### src/rcc_defs.svh
`ifndef RCC_DEFS_SVH
`define RCC_DEFS_SVH

`define RCC_ADDR_W 4
`define RCC_OFS_SELECT 4'h8
`define RCC_OFS_CIRCUIT 4'h9
`define RCC_OFS_MASK 4'hA
`define RCC_OFS_STATUS 4'hB
`define RCC_OFS_FLAGS 4'hC
`define RCC_RST_SELECT 8'h18
`define RCC_RST_CIRCUIT 8'hFF
`define RCC_RST_MASK 8'h00
`define RCC_RST_STATUS 8'h00
`define RCC_BIT_AUX_SRC 3
`define RCC_BIT_AUX_EN 4
`define RCC_BIT_FILL 5
`define RCC_BIT_IGNORE 6
`define RCC_BIT_MCLK_SRC 7
`define RCC_CAUSE_UNLOCK 0
`define RCC_CAUSE_INVALID 1
`define RCC_CAUSE_CSUD 2
`define RCC_CAUSE_TRANS 3
`define RCC_CAUSE_NONPCM 4
`define RCC_CAUSE_COPY 5
`define RCC_CAUSE_EMPH 6
`define RCC_CAUSE_RATE 7
`define RCC_ZERO_SAMPLE 24'h000000

`endif

### src/rcc_pkg.sv
package rcc_pkg;
    typedef struct packed {
        logic [2:0] rx_input_select;
    } rcc_sel_t;

    typedef struct packed {
        logic master_clock_out_source;
        logic ignore_invalid_select;
        logic corrupt_data_fill_select;
        logic aux_clock_pin_enable;
        logic aux_clock_out_source;
        logic [2:0] rx_input_select;
    } rcc_select_reg_t;

    typedef struct packed {
        logic unlock;
        logic invalid;
        logic chan_status_update;
        logic transmission_error;
        logic nonpcm;
        logic copyright;
        logic emphasis;
        logic [1:0] rate;
    } rcc_rx_flags_t;
endpackage

### src/rcc_sample_hold.sv
`timescale 1ns/10ps
`include "rcc_defs.svh"

module rcc_sample_hold #(
    parameter int WIDTH = 24
) (
    input wire logic i_clk,
    input wire logic i_resetn,
    input wire logic i_valid,
    input wire logic i_bad,
    input wire logic i_fill_zero,
    input wire logic [WIDTH-1:0] i_sample,
    output logic [WIDTH-1:0] o_sample
);
    logic [WIDTH-1:0] out_reg;
    logic [WIDTH-1:0] out_next;

    always_comb begin
        out_next = out_reg;
        if (i_valid) begin
            if (!i_bad) begin
                out_next = i_sample;
            end else if (i_fill_zero) begin
                out_next = WIDTH'(`RCC_ZERO_SAMPLE);
            end
        end
    end

    always_ff @(posedge i_clk or negedge i_resetn) begin
        if (!i_resetn) begin
            out_reg <= '0;
        end else begin
            out_reg <= out_next;
        end
    end

    assign o_sample = out_reg;
endmodule

### src/rcc_config.sv
// Summary of operation
// - Select field routes one of eight inputs
// - Aux clock source: PLL one or oscillator
// - Aux clock pin enable, reset driven
// - Corrupt data holds last or zeros
// - Ignore-invalid bit disregards invalid flag
// - Master clock source: PLL two or oscillator
// - Per-input circuit type, reset all comparator
// - Mask bit blocks status and interrupt
// - Mask bit order unlock through rate
// - Read-only status shows interrupt causes
// - Unlock flag high while not locked
`timescale 1ns/10ps
`include "rcc_defs.svh"

module rcc_config #(
    parameter int SAMPLE_W = 24
) (
    input wire logic I_MCLK,
    input wire logic I_RESETN,
    // Control port register access
    input wire logic I_WR_EN,
    input wire logic I_RD_EN,
    input wire logic [`RCC_ADDR_W-1:0] I_ADDR,
    input wire logic [7:0] I_WDATA,
    output logic [7:0] O_RDATA,
    // Receiver inputs and status
    input wire logic [7:0] I_RX,
    input wire rcc_pkg::rcc_rx_flags_t I_FLAGS,
    input wire logic I_SAMPLE_VALID,
    input wire logic I_SAMPLE_CORRUPT,
    input wire logic [SAMPLE_W-1:0] I_SAMPLE,
    output logic [SAMPLE_W-1:0] O_SAMPLE,
    output logic O_RX_DATA,
    output logic [7:0] O_COMPARATOR_SEL,
    // Clocks and interrupt
    input wire logic I_PLL_CLOCK_ONE,
    input wire logic I_PLL_CLOCK_TWO,
    input wire logic I_OSCILLATOR_CLOCK,
    output logic O_AUX_CLOCK_PIN,
    output logic O_AUX_CLOCK_PIN_OE_N,
    output logic O_MASTER_CLOCK,
    output logic O_INT_N
);
    // =====================================================
    // Register state
    rcc_pkg::rcc_select_reg_t sel_reg;
    rcc_pkg::rcc_select_reg_t sel_next;
    logic [7:0] circuit_reg;
    logic [7:0] circuit_next;
    logic [7:0] mask_reg;
    logic [7:0] mask_next;
    logic [7:0] status_reg;
    logic [7:0] status_next;
    logic [7:0] rdata_reg;
    logic [7:0] rdata_next;
    rcc_pkg::rcc_rx_flags_t flags_prev_reg;
    logic [7:0] cause;
    logic [7:0] raw_event;
    logic status_read;

    always_comb begin
        sel_next = sel_reg;
        circuit_next = circuit_reg;
        mask_next = mask_reg;
        if (I_WR_EN) begin
            unique case (I_ADDR)
                `RCC_OFS_SELECT: begin
                    sel_next = rcc_pkg::rcc_select_reg_t'(I_WDATA);
                end
                `RCC_OFS_CIRCUIT: begin
                    circuit_next = I_WDATA;
                end
                `RCC_OFS_MASK: begin
                    mask_next = I_WDATA;
                end
                default: begin
                end
            endcase
        end
    end

    // =====================================================
    // Interrupt causes
    // Toggles detected against last cycle's flags; invalid,
    // channel status update and transmission error are levels.
    always_comb begin
        raw_event = 8'h00;
        raw_event[`RCC_CAUSE_UNLOCK] = I_FLAGS.unlock ^ flags_prev_reg.unlock;
        raw_event[`RCC_CAUSE_INVALID] = I_FLAGS.invalid & ~sel_reg.ignore_invalid_select;
        raw_event[`RCC_CAUSE_CSUD] = I_FLAGS.chan_status_update;
        raw_event[`RCC_CAUSE_TRANS] = I_FLAGS.transmission_error;
        raw_event[`RCC_CAUSE_NONPCM] = I_FLAGS.nonpcm ^ flags_prev_reg.nonpcm;
        raw_event[`RCC_CAUSE_COPY] = I_FLAGS.copyright ^ flags_prev_reg.copyright;
        raw_event[`RCC_CAUSE_EMPH] = I_FLAGS.emphasis ^ flags_prev_reg.emphasis;
        raw_event[`RCC_CAUSE_RATE] = |(I_FLAGS.rate ^ flags_prev_reg.rate);
    end

    genvar gi;
    generate
        for (gi = 0; gi < 8; gi = gi + 1) begin : g_cause
            assign cause[gi] = raw_event[gi] & ~mask_reg[gi];
        end
    endgenerate

    assign status_read = I_RD_EN && (I_ADDR == `RCC_OFS_STATUS);

    // Read clears the status; a cause in the same cycle still sets
    always_comb begin
        status_next = status_read ? (`RCC_RST_STATUS | cause) : (status_reg | cause);
    end

    // =====================================================
    // Read path
    always_comb begin
        rdata_next = rdata_reg;
        if (I_RD_EN) begin
            unique case (I_ADDR)
                `RCC_OFS_SELECT: rdata_next = sel_reg;
                `RCC_OFS_CIRCUIT: rdata_next = circuit_reg;
                `RCC_OFS_MASK: rdata_next = mask_reg;
                `RCC_OFS_STATUS: rdata_next = status_reg;
                `RCC_OFS_FLAGS: rdata_next = {1'b0, I_FLAGS.unlock, I_FLAGS.rate,
                    I_FLAGS.emphasis, I_FLAGS.copyright, I_FLAGS.nonpcm, 1'b0};
                default: rdata_next = 8'h00;
            endcase
        end
    end

    always_ff @(posedge I_MCLK or negedge I_RESETN) begin
        if (!I_RESETN) begin
            sel_reg <= rcc_pkg::rcc_select_reg_t'(`RCC_RST_SELECT);
            circuit_reg <= `RCC_RST_CIRCUIT;
            mask_reg <= `RCC_RST_MASK;
            status_reg <= `RCC_RST_STATUS;
            rdata_reg <= 8'h00;
            flags_prev_reg <= '0;
        end else begin
            sel_reg <= sel_next;
            circuit_reg <= circuit_next;
            mask_reg <= mask_next;
            status_reg <= status_next;
            rdata_reg <= rdata_next;
            flags_prev_reg <= I_FLAGS;
        end
    end

    // =====================================================
    // Datapath outputs
    assign O_RDATA = rdata_reg;
    assign O_RX_DATA = I_RX[sel_reg.rx_input_select];
    assign O_COMPARATOR_SEL = circuit_reg;
    // Clock muxes are combinational; glitch-free switching is left to the clock cells
    assign O_AUX_CLOCK_PIN = sel_reg.aux_clock_out_source ? I_OSCILLATOR_CLOCK
        : I_PLL_CLOCK_ONE;
    assign O_AUX_CLOCK_PIN_OE_N = ~sel_reg.aux_clock_pin_enable;
    assign O_MASTER_CLOCK = sel_reg.master_clock_out_source ? I_OSCILLATOR_CLOCK
        : I_PLL_CLOCK_TWO;
    assign O_INT_N = ~(|status_reg);

    logic sample_bad;
    assign sample_bad = I_SAMPLE_CORRUPT
        | (I_FLAGS.invalid & ~sel_reg.ignore_invalid_select);

    rcc_sample_hold #(
        .WIDTH(SAMPLE_W)
    ) u_hold (
        .i_clk(I_MCLK),
        .i_resetn(I_RESETN),
        .i_valid(I_SAMPLE_VALID),
        .i_bad(sample_bad),
        .i_fill_zero(sel_reg.corrupt_data_fill_select),
        .i_sample(I_SAMPLE),
        .o_sample(O_SAMPLE)
    );
endmodule

### config.mk
export PLATFORM = sky130hd
export DESIGN_NAME = rcc_config
export DESIGN_NICKNAME = d
export VERILOG_FILES = /design/src/rcc_pkg.sv /design/src/rcc_sample_hold.sv /design/src/rcc_config.sv
export VERILOG_INCLUDE_DIRS = /design/src
export SDC_FILE = /design/constraint.sdc
export NUM_CORES = 1
export LEC_CHECK = 0
export BUFFER_PORTS_ARGS = -buffer_cell sky130_fd_sc_hd__buf_2
export CAP_MARGIN = 20
export CELL_PAD_IN_SITES_DETAIL_PLACEMENT = 1
export CELL_PAD_IN_SITES_GLOBAL_PLACEMENT = 2
export CORE_ASPECT_RATIO = 0.9
export CORE_MARGIN = 5
export CORE_UTILIZATION = 32
export DETAILED_ROUTE_END_ITERATION = 16
export GPL_ROUTABILITY_DRIVEN = 0
export PLACE_DENSITY = 0.87
export SYNTH_ARGS = -nofsm -noshare
export SYNTH_HDL_FRONTEND = slang
export SYNTH_SLANG_ARGS = --single-unit
### constraint.sdc
create_clock -name I_MCLK -period 2.1 [get_ports I_MCLK]
set_input_delay 0.42 -clock I_MCLK [delete_from_list [all_inputs] [get_ports I_MCLK]]
set_output_delay 0.42 -clock I_MCLK [all_outputs]
set_load 0.02 [all_outputs]
Word-level counts from Yosys, hierarchy flattened. Index checks and enable logic that the tools add are counted.

Magnitude comparators: 1. Muxes and demuxes: 8. Reduce and logical (&&, ||, !) cells: 7. Bitwise gates (word level): 27. Equal/unequal tests: 6.

Operators by type and width (number): $mux W24 (2); $pmux W8 S5 (1); $eq A4 B4 Y1 const B (5); $not A1 Y1 (11); $and A1 B1 Y1 (9); $mux W8 (1); $or A8 B8 Y8 (1); $reduce_and A2 Y1 (4); $reduce_or A8 Y1 (1); $lt A3 B4 Y1 const B (1); $xor A1 B1 Y1 (4); $bmux W1 S3 (1); $mux W1 (3); $ne A2 B2 Y1 const B (1); $reduce_or A2 Y1 (1); $xor A2 B2 Y2 (1); $logic_and A1 B1 Y1 (1); $or A1 B1 Y1 (1).

Output and inout port bits: 45. Bits in registers: 70. Word-level logic and storage cells: 65.

Depth between registers and ports, before layout.
Word-level depth: 5. Gate-level depth with buffers: 6. Mapped depth without buffers: 4.

Modules after synthesis. A second synthesis with hierarchy kept.

Cells, all modules: 209. Area total of the unflattened synthesis: 3081.7 µm².

Modules (own cells, without submodules): rcc_config (area each 2195.9 µm², cells each 153, times used 1); rcc_sample_hold (area each 885.8 µm², cells each 56, times used 1).

Worst setup path after synthesis. No wires, ideal clock.

Path kind: input -> register. From: input port I_ADDR[2]. To: register sel_reg[0] (netlist bit). Data arrival time: 1.507 ns. Slack: 0.468 ns. Setup time: 0.125 ns. Required time: 1.975 ns. Buffers on the path: 1. Stages: 5. Path through: and2b_2 > nand2_4 > or3_1 > buf_6 > mux2_4.

Word-level cells in the longest chain between the ends: 2.

Ends and longest elaborated chain: from (decl) (line rcc_config.sv:24) `` input wire logic [`RCC_ADDR_W-1:0] I_ADDR, ``; $eq A4 B4 Y1 (line rcc_config.sv:67) `unique case (I_ADDR)`; $reduce_and A2 Y1 (no line); to (signal assigned) (line rcc_config.sv:132) `` sel_reg <= rcc_pkg::rcc_select_reg_t'(`RCC_RST_SELECT); ``; to (signal assigned) (line rcc_config.sv:139) `sel_reg <= sel_next;`; to (decl) (line rcc_config.sv:47) `rcc_pkg::rcc_select_reg_t sel_reg;`.

Every way passes these cells. A chain may end at the register's enable or synchronous reset.

Worst setup path in the final report.
From: register sel_reg[0] (netlist bit). To: output port O_RX_DATA.

Word-level cells in the longest chain between the ends: 2.

Ends and longest elaborated chain: $bmux W1 S3 (line rcc_config.sv:151) `assign O_RX_DATA = I_RX[sel_reg.rx_input_select];`; $mux W1 (not written as such) (line rcc_config.sv:151); to (decl) (line rcc_config.sv:34) `output logic O_RX_DATA,`.

Every way passes these cells. The select of a mux whose other input is x is not followed.

==> results.toml <==
[status]
status = "completed"

[yosys]
syn-num-nets = 283
synthArstFlopShare_pct = 100
synth_top_flop_cell = "dfrtp_1"
yosys.area.top_type_share_pct = 49.3
synth_edf_count = 0
yosysTopAreaCell = "dfrtp_1"
yosysWarnings = 0
netlist_top_cells_count = "dfrtp_1, a22o_1, mux2_2"
ys_types = 33
netlist_top_cells_area = "dfrtp_1, a22o_1, dfstp_2"
seq_area_frac_synth_pct = 57.9
postSynthAreaPerCell_um2 = 13.8
synth_most_common_cell = "dfrtp_1"
ys_ff_latch = 70
synth_cells = 221
syn_area_mm2 = 0.00305

[timing]
finalSetupViolations = 0
slew_headroom_pct = 41.4
period_minus_slack_ns = 2.06
hold_ws_ns = 0.111
rsz0062_at_grt = "yes"
worst_pin_slew_ns = 0.879
max_freq_ghz = 0.485
finalHoldViolCount = 0
tns_ns = 0
maxSlewViolCount = 0
clock-skew-final_ns = 0.00579
min_period_over_period_pct = 98.2

[die]
fp-row-count = 33
initial_core_util_pct = 33.1
die_area_mm2 = 0.0116
core_mm2 = 0.00921
io_pins = 107
die_y_um = 103
die-width_um = 113

[grt]
grt_pass1_wl_um = 14000
grt-ovfl-total = 0
grt_usage_pct = 15.6
first_global_vias = 2589
grt_max_degree = 26
antenna_found_initial = 0

[clocking]
hold_buffers = 0
clk_latency_ns = 0.33
cts_tree = "built"
clock_sinks = 70
h-tree-depth = 3
root_buffer = "clkbuf_8"
clk_pin_slew_ns = 0.07
cts_inserted_buffers = 9
clockBufferDepth = 2

[routing]
wl_per_cell_um = 19.2
vias_per_cell = 4.96
totalWireLength_um = 8870
drc = 0
vias = 2297
first_iter_violations = 94
ant_nets = 0
drt-pass1-iter-count = 4

[final_layout]
syn_to_final_growth_pct = 31.0
nets = 398
layout-drive-gt1-share_pct = 53.1
final-seq-area_mm2 = 0.00177
diodes = 0
multiInputGateArea_mm2 = 0.00119
largest_reg_flops = 24
nFillCells = 1002

[setup_path]
critPathMaxFanout = 3
crit_chain = "mux4_2 > mux2_4 > buf_6"
cp-start-kind = "flip-flop"
endpoint_kind = "output port"
cpPeakStageDelay_ns = 0.50
cp_slowest_cell = "mux4_2"
required_ns = 1.68
arrival_ns = 1.64
path_class = "flip-flop to output port"

[place]
port_buffers = 106
dp_hpwl_um = 6800

[power_and_ir_drop]
power_leakage_uw = 0.00195
seq_power_share_pct = 46.2
switching_share_pct = 30.5
power.density_mw_per_mm2 = 960
clockPowerShare_pct = 29.4
p_int_uw = 2660
p_comb_share_pct = 24.4
power.net_switching_uw = 1170
peakVddDrop_uv = 391

[job]
max_cap_viol_count = 0

[hold_path]
hp-class = "input port to asynchronous set/reset pin"
path summary, 6_finish.rpt:
| kind | start | to | slack, ns | depth (start not counted) |
|---|---|---|---|---|
| worst max-delay path | sel_reg[0]$_DFFE_PN0P_ | O_RX_DATA | 0.04 | 3 |
| worst max register to register | sel_reg[6]$_DFFE_PN0P_ | u_hold.o_sample[0]$_DFFE_PN0P_ | 0.26 | 4 |
| worst min-delay path | I_RESETN | flags_prev_reg[2]$_DFF_PN0_ | 0.11 | 1 |
| min in group I_MCLK | I_FLAGS[8] | flags_prev_reg[8]$_DFF_PN0_ | 0.25 | 1 |
| worst min register to register | mask_reg[0]$_DFFE_PN0P_ | status_reg[0]$_DFF_PN0_ | 0.47 | 1 |
| max in group asynchronous | I_RESETN | O_COMPARATOR_SEL[6]$_DFFE_PN1P_ | 1.36 | 2 |
power groups by stage:
| stage | combinational [µW] | clock (µW) | sequential [µW] |
|---|---|---|---|
| after global placement | 896 | 0 | 1790 |
| after floorplan | 411 | 0 | 1910 |
| after detailed placement | 921 | 0 | 1790 |
| final | 937 | 1130 | 1770 |
| after global routing | 1010 | 1220 | 1810 |
| after CTS | 933 | 1170 | 1770 |
worst max-delay path, delay by kind of cell (launching register included):
| family | cells | cell delay, ns |
|---|---|---|
| buffers and inverters | 1 | 0.13 |
| DFF | 1 | 0.40 |
| muxes | 2 | 0.78 |
layer usage:
metal	global-route usage [%]	vias up	part of all wire (%)
met1	21.0	1171	44
met3	2.93	7	5.6
li1	-	1057	-
met2	25.9	62	49
met5	0	-	0
met4	4.99	0	0.91
per-stage QoR:
stage	util [%]	total power, µW	area [µm²]	instances	setup WS [ns]
2_1_floorplan	-	2320	3050	221	0.468
3_3_place_gp	40.9	2680	3770	446	0.205
3_5_place_dp	40.9	2720	3770	446	0.151
4_1_cts	43.3	3880	3980	463	0.00944
5_1_grt	43.4	4040	3990	463	-0.0306
6_report	43.4	3830	3990	463	0.0378
repair_timing:
item | in CTS | in global routing
gates resized for setup | 1 | 3
cloned | 0 | 0
setup buffers | 1 | 0
setup endpoints to repair | 1 | 1
placed cells by master, fill, tap and decap left out, drive strengths merged:
| master | count |
|---|---|
| a21o | 5 |
| a21oi | 1 |
| a222oi | 2 |
| a22o | 32 |
| a32oi | 5 |
| and2 | 1 |
| and2b | 1 |
| and3 | 1 |
| buf | 115 |
| bufinv | 1 |
| clkbuf | 11 |
| clkinv | 2 |
| clkinvlp | 1 |
| dfrtp | 60 |
| dfstp | 10 |
| inv | 13 |
| mux2 | 31 |
| mux2i | 4 |
| mux4 | 3 |
| nand2 | 6 |
| nand2b | 2 |
| nand3 | 2 |
| nor2 | 2 |
| nor2b | 4 |
| nor3 | 1 |
| nor3b | 1 |
| o21ai | 3 |
| o22ai | 7 |
| o2bb2ai | 5 |
| or3 | 1 |
| or4 | 2 |
| xnor2 | 6 |
kinds of logic after synthesis:
family / share of synthesized area, %
simple gates: 5.13
xor+xnor: 1.72
flops: 57.9
buf+inv: 3.24
compound gates: 16.1
mux: 16.0
cell type report:
class                           count  share of cell area, %
Inverter                           12                   1.13
Tap cell                          122                   3.82
Clock inverter                      5                   1.41
Timing Repair Buffer              115                   15.8
Sequential cell                    70                   44.2
Multi-Input combinational cell    128                   29.9
Clock buffer                       11                   3.79
Note: power is estimated with default switching activity, not from simulation.
